$ cat src/rtl/redriver_pkg.sv
package redriver_pkg;

  // ****************************************
  // lane and strap geometry
  // ****************************************
  localparam int NUM_BANKS = 4;
  localparam int LANES_PER_BANK = 8;
  localparam int LANES_PER_SIDE = 4;
  localparam int NUM_ADDR_PAIRS = 4;
  localparam int NUM_STRAPS = 9;
  localparam int MODE_STRAP = 8;
  localparam int THERM_W = 4;
  localparam int LEVEL_W = 3;
  localparam int ADDR_W = 7;

  // five strap levels, floating pin reads as the top one
  typedef enum logic [2:0] {
    LVL_L0 = 3'h0,
    LVL_L1 = 3'h1,
    LVL_L2 = 3'h2,
    LVL_L3 = 3'h3,
    LVL_L4 = 3'h4
  } level_e;
  localparam logic [2:0] MODE_TARGET_LEVEL = 3'h2;
  localparam logic [2:0] ADDR_LEVEL_LIMIT = 3'h4;
  localparam logic [6:0] TARGET_ADDR_BASE = 7'h18;

  // ****************************************
  // register map (byte offsets) and fields
  // ****************************************
  localparam logic [11:0] REG_CTRL = 12'h000;
  localparam logic [11:0] REG_STATUS = 12'h004;
  localparam logic [11:0] REG_STRAP = 12'h008;
  localparam logic [11:0] REG_ADDR = 12'h00C;
  localparam logic [11:0] REG_DETECT = 12'h010;
  localparam int CTRL_RXDET_EN_BIT = 0;
  localparam int CTRL_RETRIG_LSB = 4;
  localparam int CTRL_EE_LOAD_BIT = 8;
  localparam logic CTRL_RXDET_EN_RESET = 1'b1;
  localparam int STAT_STANDBY_LSB = 0;
  localparam int STAT_BUSY_LSB = 4;
  localparam int STAT_CFG_DONE_BIT = 8;
  localparam int STAT_EE_FAIL_BIT = 9;
  localparam int STAT_CAPTURED_BIT = 10;
  localparam int STAT_MODE_LSB = 12;

  // ****************************************
  // timing
  // ****************************************
  localparam int CLK_PERIOD_NS = 10;
  localparam int DETECT_TIME_NS = 1000;
  localparam int DETECT_CYCLES = (DETECT_TIME_NS + CLK_PERIOD_NS - 1) / CLK_PERIOD_NS;
  localparam int EEPROM_LOAD_TIME_MS = 30;
  localparam int EEPROM_LOAD_CYCLES = EEPROM_LOAD_TIME_MS * 1000000 / CLK_PERIOD_NS;

  // per-bank detect state
  typedef enum logic [1:0] {
    RD_IDLE = 2'b00,
    RD_DETECT = 2'b01,
    RD_ACTIVE = 2'b10,
    RD_STANDBY = 2'b11
  } rd_state_e;

  typedef enum logic [1:0] {
    EE_IDLE = 2'b00,
    EE_LOAD = 2'b01,
    EE_DONE = 2'b10,
    EE_FAIL = 2'b11
  } ee_state_e;

  typedef struct packed {
    logic standby;
    logic busy;
    logic [7:0] detected;
    logic [7:0] laneOn;
  } bank_status_s;

endpackage

$ cat src/rtl/redriver_lane_strap_control.sv
// Function
// RULE1: a receiver-detect pass runs at power-up, on a power-down pin toggle, or on a register write.
// RULE2: each strap decodes to one of five levels, the top one meaning a floating pin.
// RULE3: straps are sampled at power-up only and later changes are ignored.
// RULE4: sixteen lanes, each with transmit and receive, are grouped into banks.
// RULE5: with detection enabled and power-down low the lanes pass traffic after detection.
// RULE6: with detection disabled the bank acts as a plain buffer with all lanes on.
// RULE7: a bank's power-down request puts the bank into standby.
// RULE8: power-down high powers a bank down, low runs it, and any toggle restarts detection.
// RULE9: each power-down input controls four side A and four side B lanes of one lane group.
// RULE10: power-down inputs act in every control mode.
// RULE11: each address strap pair sets the target address of one eight-lane bank on one side.
// RULE12: different sides and banks answer at different addresses, one pair covering both groups.
// RULE13: mode strap at L2 selects target mode under a controller clocking at most 400 kHz.
// RULE14: the device can instead load its settings from an external EEPROM.
// RULE15: after a successful EEPROM load the active-low done output goes low.
// RULE16: straps are latched at power-up and address, mode and grouping derive from the latch; the code derives only address and mode, the bank grouping is fixed.
`timescale 1ns/10ps
`default_nettype none
module redriver_lane_strap_control
  import redriver_pkg::*;
#(
  parameter int EE_LOAD_CYCLES = EEPROM_LOAD_CYCLES,
  parameter int DET_CYCLES = DETECT_CYCLES
) (
  // clock and power-up reset
  input wire logic core_clk,
  input wire logic reset,
  // apb slave
  input wire logic psel,
  input wire logic penable,
  input wire logic pwrite,
  input wire logic [11:0] paddr,
  input wire logic [31:0] pwdata,
  output logic [31:0] prdata,
  output logic pready,
  output logic pslverr,
  // straps and bank power-down pins (bank 3 = lanes 15-12)
  input wire logic [NUM_STRAPS*THERM_W-1:0] strapTherm,
  input wire logic [NUM_BANKS-1:0] bankPowerDown,
  // far-end termination sense and lane enables, 8 per bank
  input wire logic [NUM_BANKS*LANES_PER_BANK-1:0] farEndSense,
  output logic [NUM_BANKS*LANES_PER_BANK-1:0] laneEnable,
  output logic [NUM_BANKS-1:0] bankStandby,
  // decoded target addresses and mode
  output logic [NUM_ADDR_PAIRS*ADDR_W-1:0] targetAddr,
  output logic [NUM_ADDR_PAIRS-1:0] targetAddrValid,
  output logic targetMode,
  // eeprom self-load handshake
  output logic eepromLoadReq,
  input wire logic eepromLoadDone,
  input wire logic eepromLoadOk,
  output logic cfgDoneN
);

  localparam int EE_W = $clog2(EE_LOAD_CYCLES + 1);
  // follows the detect length so a shortened pass keeps a tight bound
  localparam int DetMax = DET_CYCLES + 2;

  // ****************************************
  // strap capture
  // ****************************************
  logic [NUM_STRAPS*LEVEL_W-1:0] levels;
  logic captured, capturedPrevQ;
  wire [LEVEL_W-1:0] modeLevel = levels[MODE_STRAP*LEVEL_W +: LEVEL_W];
  wire targetModeD = modeLevel == MODE_TARGET_LEVEL; // RULE13

  strap_latch #(
    .STRAPS(NUM_STRAPS)
  ) strap_latch_i (
    .core_clk(core_clk),
    .reset(reset),
    .strapTherm(strapTherm),
    .levels(levels),
    .captured(captured)
  );

  // ****************************************
  // target address decode
  // ****************************************
  // pair order: A 15-8, A 7-0, B 15-8, B 7-0; strap 2p is the high pin
  logic [NUM_ADDR_PAIRS*ADDR_W-1:0] addrD;
  logic [NUM_ADDR_PAIRS-1:0] addrValidD;
  logic [NUM_ADDR_PAIRS*ADDR_W-1:0] addrQ;
  logic [NUM_ADDR_PAIRS-1:0] addrValidQ;
  logic targetModeQ;
  for (genvar p = 0; p < NUM_ADDR_PAIRS; p++) begin : g_addr
    wire [LEVEL_W-1:0] hiLvl = levels[(2*p)*LEVEL_W +: LEVEL_W];
    wire [LEVEL_W-1:0] loLvl = levels[(2*p+1)*LEVEL_W +: LEVEL_W];
    // even address for one four-lane group, odd for the other
    assign addrD[p*ADDR_W +: ADDR_W] = TARGET_ADDR_BASE + {hiLvl[1:0], loLvl[1:0], 1'b0}; // RULE11 RULE12
    assign addrValidD[p] = hiLvl < ADDR_LEVEL_LIMIT && loLvl < ADDR_LEVEL_LIMIT;
  end

  // derived only from the latch, so pins moving later change nothing
  always_ff @(posedge core_clk) begin
    if (reset) begin
      addrQ <= '0;
      addrValidQ <= '0;
      targetModeQ <= 1'b0;
      capturedPrevQ <= 1'b0;
    end else begin
      addrQ <= addrD; // RULE16
      addrValidQ <= addrValidD & {NUM_ADDR_PAIRS{captured}};
      targetModeQ <= captured & targetModeD;
      capturedPrevQ <= captured;
    end
  end

  // ****************************************
  // apb slave
  // ****************************************
  logic rxDetEnQ, eeForceQ;
  logic [NUM_BANKS-1:0] retrigQ;
  logic [31:0] prdataQ;
  logic preadyQ, pslverrQ;
  logic [31:0] rdData;
  logic rdHit;
  wire setup = psel & ~penable;
  wire wrTake = psel & penable & preadyQ & pwrite;
  wire ctrlWr = wrTake & (paddr == REG_CTRL);
  bank_status_s bankStat [NUM_BANKS];
  logic [NUM_BANKS-1:0] busyVec, standbyVec;
  logic [NUM_BANKS*LANES_PER_BANK-1:0] detVec, laneVec;
  ee_state_e eeStateQ;
  logic cfgDoneNQ, eeReqQ;

  // read mux
  always_comb begin
    rdData = 32'h0000_0000;
    rdHit = 1'b1;
    unique case (paddr)
      REG_CTRL: rdData[CTRL_RXDET_EN_BIT] = rxDetEnQ;
      REG_STATUS: begin
        rdData[STAT_STANDBY_LSB +: NUM_BANKS] = standbyVec;
        rdData[STAT_BUSY_LSB +: NUM_BANKS] = busyVec;
        rdData[STAT_CFG_DONE_BIT] = ~cfgDoneNQ;
        rdData[STAT_EE_FAIL_BIT] = eeStateQ == EE_FAIL;
        rdData[STAT_CAPTURED_BIT] = captured;
        rdData[STAT_MODE_LSB +: LEVEL_W] = modeLevel;
      end
      REG_STRAP: rdData[NUM_STRAPS*LEVEL_W-1:0] = levels;
      REG_ADDR: begin
        for (int p = 0; p < NUM_ADDR_PAIRS; p++) begin
          rdData[p*8 +: 8] = {addrValidQ[p], addrQ[p*ADDR_W +: ADDR_W]};
        end
      end
      REG_DETECT: rdData = detVec;
      default: rdHit = 1'b0;
    endcase
  end

  // one wait-free access cycle; self-clearing bits live one cycle
  // read data is taken at setup, so the access cycle never has to stall
  always_ff @(posedge core_clk) begin
    if (reset) begin
      rxDetEnQ <= CTRL_RXDET_EN_RESET;
      retrigQ <= '0;
      eeForceQ <= 1'b0;
      prdataQ <= '0;
      preadyQ <= 1'b0;
      pslverrQ <= 1'b0;
    end else begin
      preadyQ <= setup;
      prdataQ <= setup ? rdData : 32'h0000_0000;
      pslverrQ <= setup & ~rdHit;
      retrigQ <= ctrlWr ? pwdata[CTRL_RETRIG_LSB +: NUM_BANKS] : '0; // RULE1
      eeForceQ <= ctrlWr & pwdata[CTRL_EE_LOAD_BIT];
      if (ctrlWr) begin
        rxDetEnQ <= pwdata[CTRL_RXDET_EN_BIT]; // RULE5 RULE6
      end
    end
  end

  // ****************************************
  // lane banks
  // ****************************************
  // each bank carries four side A and four side B lanes of one group
  for (genvar b = 0; b < NUM_BANKS; b++) begin : g_bank
    rx_detect_bank #(
      .DET_CYCLES(DET_CYCLES)
    ) rx_detect_bank_i (
      .core_clk(core_clk),
      .reset(reset),
      .detectEnable(rxDetEnQ),
      .powerDown(bankPowerDown[b]), // RULE9 RULE10
      .retrigger(retrigQ[b]),
      .farEndSense(farEndSense[b*LANES_PER_BANK +: LANES_PER_BANK]),
      .status(bankStat[b])
    );
    assign busyVec[b] = bankStat[b].busy;
    assign standbyVec[b] = bankStat[b].standby;
    assign detVec[b*LANES_PER_BANK +: LANES_PER_BANK] = bankStat[b].detected;
    assign laneVec[b*LANES_PER_BANK +: LANES_PER_BANK] = bankStat[b].laneOn; // RULE4
  end

  // ****************************************
  // eeprom self-load
  // ****************************************
  logic [EE_W-1:0] eeCntQ;
  wire eeAutoStart = captured & ~capturedPrevQ & ~targetModeD;
  wire eeStart = eeAutoStart | eeForceQ; // RULE14
  wire eeTimeout = eeCntQ == EE_W'(EE_LOAD_CYCLES - 1);

  // load waits for the loader, gives up after the load time
  // a new start raises done-low again first, so software never sees a stale done
  // a load that times out leaves done high; only a later start can clear it
  always_ff @(posedge core_clk) begin
    if (reset) begin
      eeStateQ <= EE_IDLE;
      eeCntQ <= '0;
      eeReqQ <= 1'b0;
      cfgDoneNQ <= 1'b1;
    end else begin
      unique case (eeStateQ)
        EE_IDLE, EE_DONE, EE_FAIL: begin
          if (eeStart) begin
            eeStateQ <= EE_LOAD;
            eeReqQ <= 1'b1;
            cfgDoneNQ <= 1'b1;
            eeCntQ <= '0;
          end
        end
        EE_LOAD: begin
          eeCntQ <= eeCntQ + 1'b1;
          if (eepromLoadDone) begin
            eeStateQ <= eepromLoadOk ? EE_DONE : EE_FAIL;
            cfgDoneNQ <= ~eepromLoadOk; // RULE15
            eeReqQ <= 1'b0;
          end else if (eeTimeout) begin
            eeStateQ <= EE_FAIL;
            eeReqQ <= 1'b0;
          end
        end
      endcase
    end
  end

  // ****************************************
  // outputs
  // ****************************************
  assign prdata = prdataQ;
  assign pready = preadyQ;
  assign pslverr = pslverrQ;
  assign laneEnable = laneVec;
  assign bankStandby = standbyVec;
  assign targetAddr = addrQ;
  assign targetAddrValid = addrValidQ;
  assign targetMode = targetModeQ;
  assign eepromLoadReq = eeReqQ;
  assign cfgDoneN = cfgDoneNQ;
endmodule
`default_nettype wire

$ cat src/rtl/rx_detect_bank.sv
`timescale 1ns/10ps
`default_nettype none
module rx_detect_bank
  import redriver_pkg::*;
#(
  parameter int DET_CYCLES = DETECT_CYCLES
) (
  // clock and reset
  input wire logic core_clk,
  input wire logic reset,
  // control
  input wire logic detectEnable,
  input wire logic powerDown,
  input wire logic retrigger,
  // far-end termination sense, side A [3:0], side B [7:4]
  input wire logic [LANES_PER_BANK-1:0] farEndSense,
  // bank status
  output bank_status_s status
);

  localparam int CNT_W = $clog2(DET_CYCLES + 1);
  rd_state_e stateQ, stateD;
  logic [CNT_W-1:0] cntQ;
  logic [LANES_PER_BANK-1:0] detQ, detD;
  logic pdPrevQ, enPrevQ;
  bank_status_s statusQ;
  wire toggle = powerDown != pdPrevQ; // RULE8
  wire trig = toggle | retrigger | (detectEnable & ~enPrevQ);
  wire cntDone = cntQ == CNT_W'(DET_CYCLES - 1);

  // ****************************************
  // detect sequence
  // ****************************************
  always_comb begin
    stateD = stateQ;
    detD = detQ;
    if (powerDown) begin
      stateD = RD_STANDBY; // RULE7 RULE10
    end else if (!detectEnable) begin
      stateD = RD_ACTIVE; // RULE6
      detD = '0;
    end else if (trig || stateQ == RD_STANDBY) begin
      stateD = RD_DETECT; // RULE1
    end else begin
      unique case (stateQ)
        RD_DETECT: begin
          if (cntDone) begin
            detD = farEndSense;
            stateD = (farEndSense != '0) ? RD_ACTIVE : RD_IDLE;
          end
        end
        RD_IDLE, RD_ACTIVE, RD_STANDBY: begin
          stateD = stateQ;
        end
      endcase
    end
  end

  // power-up starts a detect pass
  always_ff @(posedge core_clk) begin
    if (reset) begin
      stateQ <= RD_DETECT;
      cntQ <= '0;
      detQ <= '0;
      pdPrevQ <= 1'b0;
      enPrevQ <= 1'b1;
      statusQ <= '0;
    end else begin
      stateQ <= stateD;
      cntQ <= (stateD == RD_DETECT && stateQ == RD_DETECT && !trig) ? cntQ + 1'b1 : '0;
      detQ <= detD;
      pdPrevQ <= powerDown;
      enPrevQ <= detectEnable;
      statusQ.standby <= stateD == RD_STANDBY;
      statusQ.busy <= stateD == RD_DETECT;
      statusQ.detected <= detD;
      statusQ.laneOn <= (stateD != RD_ACTIVE) ? '0 : (detectEnable ? detD : '1); // RULE5
    end
  end

  assign status = statusQ;

endmodule
`default_nettype wire

$ cat src/rtl/strap_latch.sv
`timescale 1ns/10ps
`default_nettype none
module strap_latch
  import redriver_pkg::*;
#(
  parameter int STRAPS = NUM_STRAPS
) (
  // clock and power-up reset
  input wire logic core_clk,
  input wire logic reset,
  // comparator thermometer per strap
  input wire logic [STRAPS*THERM_W-1:0] strapTherm,
  // latched levels
  output logic [STRAPS*LEVEL_W-1:0] levels,
  output logic captured
);

  logic [STRAPS*LEVEL_W-1:0] levelsQ;
  logic [STRAPS*LEVEL_W-1:0] decoded;
  logic capturedQ;

  // ****************************************
  // per-strap level decode
  // ****************************************
  // more tripped thresholds means weaker pull-down; all tripped is a float
  for (genvar s = 0; s < STRAPS; s++) begin : g_strap
    assign decoded[s*LEVEL_W +: LEVEL_W] = LEVEL_W'(strapTherm[s*THERM_W + 0]) + LEVEL_W'(strapTherm[s*THERM_W + 1])
      + LEVEL_W'(strapTherm[s*THERM_W + 2]) + LEVEL_W'(strapTherm[s*THERM_W + 3]); // RULE2
  end

  // one capture after power-up release, then frozen until next reset
  always_ff @(posedge core_clk) begin
    if (reset) begin
      levelsQ <= '0;
      capturedQ <= 1'b0;
    end else if (!capturedQ) begin
      levelsQ <= decoded; // RULE3 RULE16
      capturedQ <= 1'b1;
    end
  end

  assign levels = levelsQ;
  assign captured = capturedQ;

endmodule
`default_nettype wire

$ cat config.mk
export PLATFORM = sky130hd
export DESIGN_NAME = redriver_lane_strap_control
export DESIGN_NICKNAME = d
export VERILOG_FILES = /design/src/rtl/redriver_pkg.sv /design/src/rtl/redriver_lane_strap_control.sv /design/src/rtl/rx_detect_bank.sv /design/src/rtl/strap_latch.sv
export SDC_FILE = /design/constraint.sdc
export NUM_CORES = 1
export LEC_CHECK = 0
export BUFFER_PORTS_ARGS = -buffer_cell sky130_fd_sc_hd__buf_4
export CORE_ASPECT_RATIO = 2
export CORE_MARGIN = 2
export CORE_UTILIZATION = 50
export DETAILED_ROUTE_END_ITERATION = 8
export HOLD_SLACK_MARGIN = 0.15
export PLACE_DENSITY = 0.75
export SYNTH_ARGS = -nofsm -noshare
export SYNTH_HDL_FRONTEND = slang
export SYNTH_SLANG_ARGS = --single-unit
$ cat constraint.sdc
create_clock -name core_clk -period 2.9 [get_ports core_clk]
set_input_delay 0.435 -clock core_clk [delete_from_list [all_inputs] [get_ports core_clk]]
set_output_delay 0.435 -clock core_clk [all_outputs]
set_load 0.01 [all_outputs]
## After elaboration in Yosys (flattened, before gate mapping)

Index checks and enable logic that the tools add are counted.

- Add/subtract/negate cells: 36
- Magnitude comparators: 8
- Equal/unequal tests: 44
- Muxes and demuxes: 69
- Bitwise operators: 34
- Reduce and logical (&&, ||, !) cells: 48

Operator list:

| cell | count |
|---|---|
| two-way mux 8 bit | 24 |
| adder 3 x 1 -> 3 bit | 18 |
| two-way mux 2 bit | 23 |
| case mux 22 bit (2 select lines) | 1 |
| case mux 10 bit (4 select lines) | 1 |
| case mux 12 bit (3 select lines) | 1 |
| nonzero test 8 bit | 4 |
| adder 7 x 1 -> 7 bit, second input constant | 4 |
| == test 2 bit, second input constant | 14 |
| == test 7 bit, second input constant | 4 |
| adder 5 x 5 -> 6 bit, first input constant | 4 |
| == test 12 x 4 -> 1 bit, second input constant | 2 |
| less-than comparator 3 bit, second input constant | 8 |
| adder 22 x 1 -> 22 bit, second input constant | 1 |
| == test 22 bit, second input constant | 1 |
| two-way mux 22 bit | 1 |
| case mux 2 bit (2 select lines) | 5 |
| OR reduction 2 bit | 10 |
| adder 1 x 1 -> 2 bit | 9 |
| == test 2 x 1 -> 1 bit, second input constant | 9 |
| OR reduction 3 bit | 5 |
| inverter 1 bit | 13 |
| == test 12 x 3 -> 1 bit, second input constant | 1 |
| == test 12 x 5 -> 1 bit, second input constant | 1 |
| other kinds (20) | 75 |

- Bits in registers: 241

## Longest topological paths before layout

- Depth in word-level cells: 12
- Gate-level depth with buffers: 7
- Depth with buffers taken out: 6

## Cells and area by module

A second synthesis with hierarchy kept.

- Cell total of the unflattened synthesis: 1220
- Area total of the unflattened synthesis: 11116.9 µm²

Modules (own cells, without submodules):

| module | instances | cells each | area an instance (µm²) | sequential area each (µm²) |
|---|---|---|---|---|
| rx_detect_bank at g_bank[1].rx_detect_bank_i ... | 3 | 149 | 1407.6 | 580.6 |
| redriver_lane_strap_control | 1 | 463 | 3952.5 | 1841.8 |
| strap_latch | 1 | 161 | 1577.8 | 560.5 |
| rx_detect_bank at g_bank[0].rx_detect_bank_i | 1 | 149 | 1363.8 | 580.6 |

## Worst setup path before layout

OpenSTA, ideal clock, no wires.

- Path kind: input to register
- From: input paddr[4]
- To: register prdataQ[10] (netlist: prdata[10])
- Data arrival time: 2.044 ns
- Setup slack: 0.791 ns
- Cell stages on the path: 6
- Cells stage by stage: clkbuf_1 nor3b_1 clkbuf_1 a22oi_1 o22a_1 nor2_1

- Cells in the longest elaborated chain, start to end: 2

Ends and longest elaborated chain:

| what | RTL line | text |
|---|---|---|
| start, declared | redriver_lane_strap_control.sv:33 | `input wire logic [11:0] paddr,` |
| == test 12 x 5 -> 1 bit (tied with other cells) | redriver_lane_strap_control.sv:132 | `unique case (paddr)` |
| case mux 10 bit (4 select lines) * | redriver_lane_strap_control.sv:132 |  |
| end signal, assigned | redriver_lane_strap_control.sv:165 | `prdataQ <= setup ? rdData : 32'h0000_0000;` |
| end, declared | redriver_lane_strap_control.sv:115 | `logic [31:0] prdataQ;` |

Mark *: on every way between the ends. The rest lies on a longest branch, timed or not.
A chain may end at the register's enable or synchronous reset.

## Final worst setup path

- From: register g_bank[3].rx_detect_bank_i.cntQ[0]
- To: register g_bank[3].rx_detect_bank_i.statusQ (netlist bit g_bank[3].rx_detect_bank_i.status[6])

- Cells in the longest elaborated chain, start to end: 8

Ends and longest elaborated chain:

| what | RTL line | text |
|---|---|---|
| start, declared | rx_detect_bank.sv:23 | `logic [CNT_W-1:0] cntQ;` |
| start signal, assigned | rx_detect_bank.sv:70 | `cntQ <= (stateD == RD_DETECT && stateQ == RD_DETECT && !trig) ? cntQ + 1'b1 : '0;` |
| == test 7 bit * | rx_detect_bank.sv:29 | `wire cntDone = cntQ == CNT_W'(DET_CYCLES - 1);` |
| two-way mux 2 bit | rx_detect_bank.sv:47 | `if (cntDone) begin` |
| case mux 2 bit (2 select lines) | rx_detect_bank.sv:45 | `unique case (stateQ)` |
| two-way mux 2 bit | rx_detect_bank.sv:42 | `end else if (trig \|\| stateQ == RD_STANDBY) begin` |
| two-way mux 2 bit | rx_detect_bank.sv:39 | `end else if (!detectEnable) begin` |
| two-way mux 2 bit | rx_detect_bank.sv:37 | `if (powerDown) begin` |
| != test 2 bit | rx_detect_bank.sv:77 | `statusQ.laneOn <= (stateD != RD_ACTIVE) ? '0 : (detectEnable ? detD : '1);` |
| OR reduction 2 bit (no line) | -- |  |
| end, declared | rx_detect_bank.sv:26 | `bank_status_s statusQ;` |

Marks and branches as above.

==> flow_summary.ini <==
[placed_design]
place_ws_ps = 629.9
dpl_cell_area_mm2 = 0.01150
gp_congestion = 0.8654
portBuffers = 193
hpwl_um = 20500

[sta]
slew_viol_final = 0
max_freq_ghz = 0.4375
fin_tns_setup_ps = 0
slew_headroom = 0.1808
setup_viol = 0
skew_ps = 7.072
hold_viol = 0
layout_min_cycle_time_ps = 2286
fin_crit_sh = 0.7881
tightestPinTransition_ps = 1210
fin_ws_ps = 614.4
rsz0062_at_grt = false

[cts]
h-tree-depth = 1
clkSinkCount = 233
clk_pin_slew_ps = 70
cts_buffer_depth = 3
clk-insertion-delay-late_ps = 500
cts_tree = done
cts_buffers = 20
clockRootBuffer = clkbuf_16

[worst_setup_path]
cp-end-kind = flop
arrival_ps = 2600
crit_required_ps = 3210
cp-start-kind = flop
critPathMaxFanout = 9
path_class = reg -> reg

[logic_synthesis]
synthFlopType = dfxtp_1
ys_ff_latch = 233
yosysTopAreaCell = dfxtp_1
yosysSeqAreaShare = 0.4654
synth_area_leaders = dfxtp_1 47%, nor2_1 5.9%, mux2i_1 5.5%, ha_1 3.4%, buf_4 3.3%
async_flop_share = 0
ys_types = 65
syn_area_mm2 = 0.01002
yosys_warnings = 0
avgSynthCellArea_um2 = 9.230
syn-instance-count = 1086
synth_top_area_share = 0.4654
synth_edf_count = 0

[final_layout]
nets = 1394
final_common_cell = dfxtp_1
final_cell_mix = 232 x dfxtp_1, 217 x buf_4, 158 x nor2_1
final_util = 0.6169
syn2layout_area_growth_pct = 21.42
drive_gt1_frac = 0.2099
antennaDiodeCount = 0
fin_area_mm2 = 0.01217

[route]
dr.pass1.iters = 6
drc_errors = 0
post_drt_wl_per_cell_um = 18.12
ant_nets = 0
vias = 8496
viasPerCell = 5.626
drt_iter0_markers = 402
wl_um = 27360

[global_route]
antenna_found_initial = 0
gr-total-overflow = 0
grt_pass1_vias = 8429
track_usage = 0.2513
grt_pass1_wl_um = 43060
grt_max_degree = 41

[die]
initial_utilization = 0.5081
die_area_mm2 = 0.02126
ios = 228
die_x_um = 104.1
std_cell_rows = 73
die_h_um = 204.2
coreArea_mm2 = 0.01973

[hold_path]
hp-class = in -> reg

[pwr]
fin_total_pwr_uw = 6658
p_leak_uw = 0.004906
cellPowerDensity_mw_per_mm2 = 547.0
irDropWorstVdd_mv = 0.3772

[run]
max_cap_viol_count = 0

[run_status]
status = finished clean
[per-layer routing]
layer	share of wire	track usage	vias to the layer above
li1	-	-	4087
met5	0	0	-
met4	0.054	0.1351	0
met3	0.050	0.03763	66
met1	0.37	0.2654	4044
met2	0.53	0.4737	299
[final timing paths]
| check | from | slack [ps] | depth (start not counted) | end |
|---|---|---|---|---|
| hold reg to reg | g_bank[2].rx_detect_bank_i.cntQ[0] | 440 | 1 | g_bank[2].rx_detect_bank_i.cntQ[0] |
| setup reg to reg | g_bank[3].rx_detect_bank_i.cntQ[0] | 610 | 5 | g_bank[3].rx_detect_bank_i.status[6] |
| hold / removal | pwdata[6] | 160 | 2 | retrigQ[2] |
| setup / recovery | g_bank[3].rx_detect_bank_i.cntQ[0] | 610 | 5 | g_bank[3].rx_detect_bank_i.status[6] |
[final cells by class]
cell class / count / area [um^2]
Clock inverter: 5 / 50.05
Sequential cell: 233 / 4666
Fill cell: 1720 / 7559
Inverter: 27 / 101.3
Timing Repair Buffer: 219 / 1659
Tap cell: 262 / 327.8
Multi-Input combinational cell: 734 / 4757
Clock buffer: 30 / 609.3
[per-stage QoR]
step           cells  hold WS, ps
4_1_cts         1510        151.9
6_report        1510        159.3
3_5_place_dp    1474        432.5
3_3_place_gp    1474        421.3
5_1_grt         1510        162.3
2_1_floorplan   1093        413.0
[synth_stat cells, types with 3 or more instances]
cell type / instances
a211oi_1: 3
a21oi_1: 62
a22o_1: 24
a22oi_1: 39
a311oi_1: 8
a31oi_1: 7
and2_1: 11
and3_1: 11
buf_1: 7
buf_4: 44
clkbuf_1: 48
dfxtp_1: 233
fa_1: 9
ha_1: 27
inv_1: 26
mux2i_1: 55
nand2_1: 57
nand2b_1: 6
nand3_1: 28
nand3b_1: 3
nand4_1: 11
nor2_1: 158
nor2b_1: 18
nor3_1: 27
nor3b_1: 8
nor4_1: 13
nor4b_1: 4
nor4bb_1: 4
o21a_1: 11
o21ai_0: 25
o22a_1: 11
o22ai_1: 8
o32a_1: 3
or2_2: 4
or3_1: 9
or4_1: 6
xnor2_1: 13
xor2_1: 11
[critical path: stages, from the launching register on]
cell and delay (ps):
dfxtp_1 330, ha_1 230, nor4bb_1 160, and2_0 230, o311ai_1 1000, a311oi_1 150
[sequential cells by signal (all words and copies together) (netlist names), 2 cells and up]
| signal | count |
|---|---|
| g_bank.rx_detect_bank_i.detQ | 32 |
| g_bank.rx_detect_bank_i.pdPrevQ | 4 |
| prdata | 32 |
| g_bank.rx_detect_bank_i.status | 40 |
| eeCntQ | 22 |
| targetAddrValid | 4 |
| retrigQ | 4 |
| eeStateQ | 2 |
| g_bank.rx_detect_bank_i.stateQ | 8 |
| targetAddr | 20 |
| strap_latch_i.levels | 27 |
| g_bank.rx_detect_bank_i.cntQ | 28 |
[cells by family (layout without fill, tap and decap cells)]
logic type | count (synthesis) | count (layout) | synth area share
mux | 55 | 55 | 0.05492
fa+ha+maj | 37 | 37 | 0.05268
flops | 233 | 233 | 0.4654
buf+inv | 126 | 281 | 0.06366
xor+xnor | 24 | 24 | 0.02097
other cells | 1 | 8 | 0.0003741
compound gates | 219 | 219 | 0.1488
simple gates | 391 | 391 | 0.1932
[repair_timing]
item                                   4_1_cts  5_1_grt
gates resized for setup                      0        0
hold buffers                                 1        0
buffers inserted                             0        0
endpoints found under the hold margin        1        0
setup endpoints to repair                    0        0
[report_power, final]
part,total [uW],leakage [uW],switching [uW],internal (uW)
clock network,2700,0.000329,1160,1540
registers,3360,0.00189,74.3,3280
logic,596,0.00268,316,280
(Power assumes the default switching activity.)
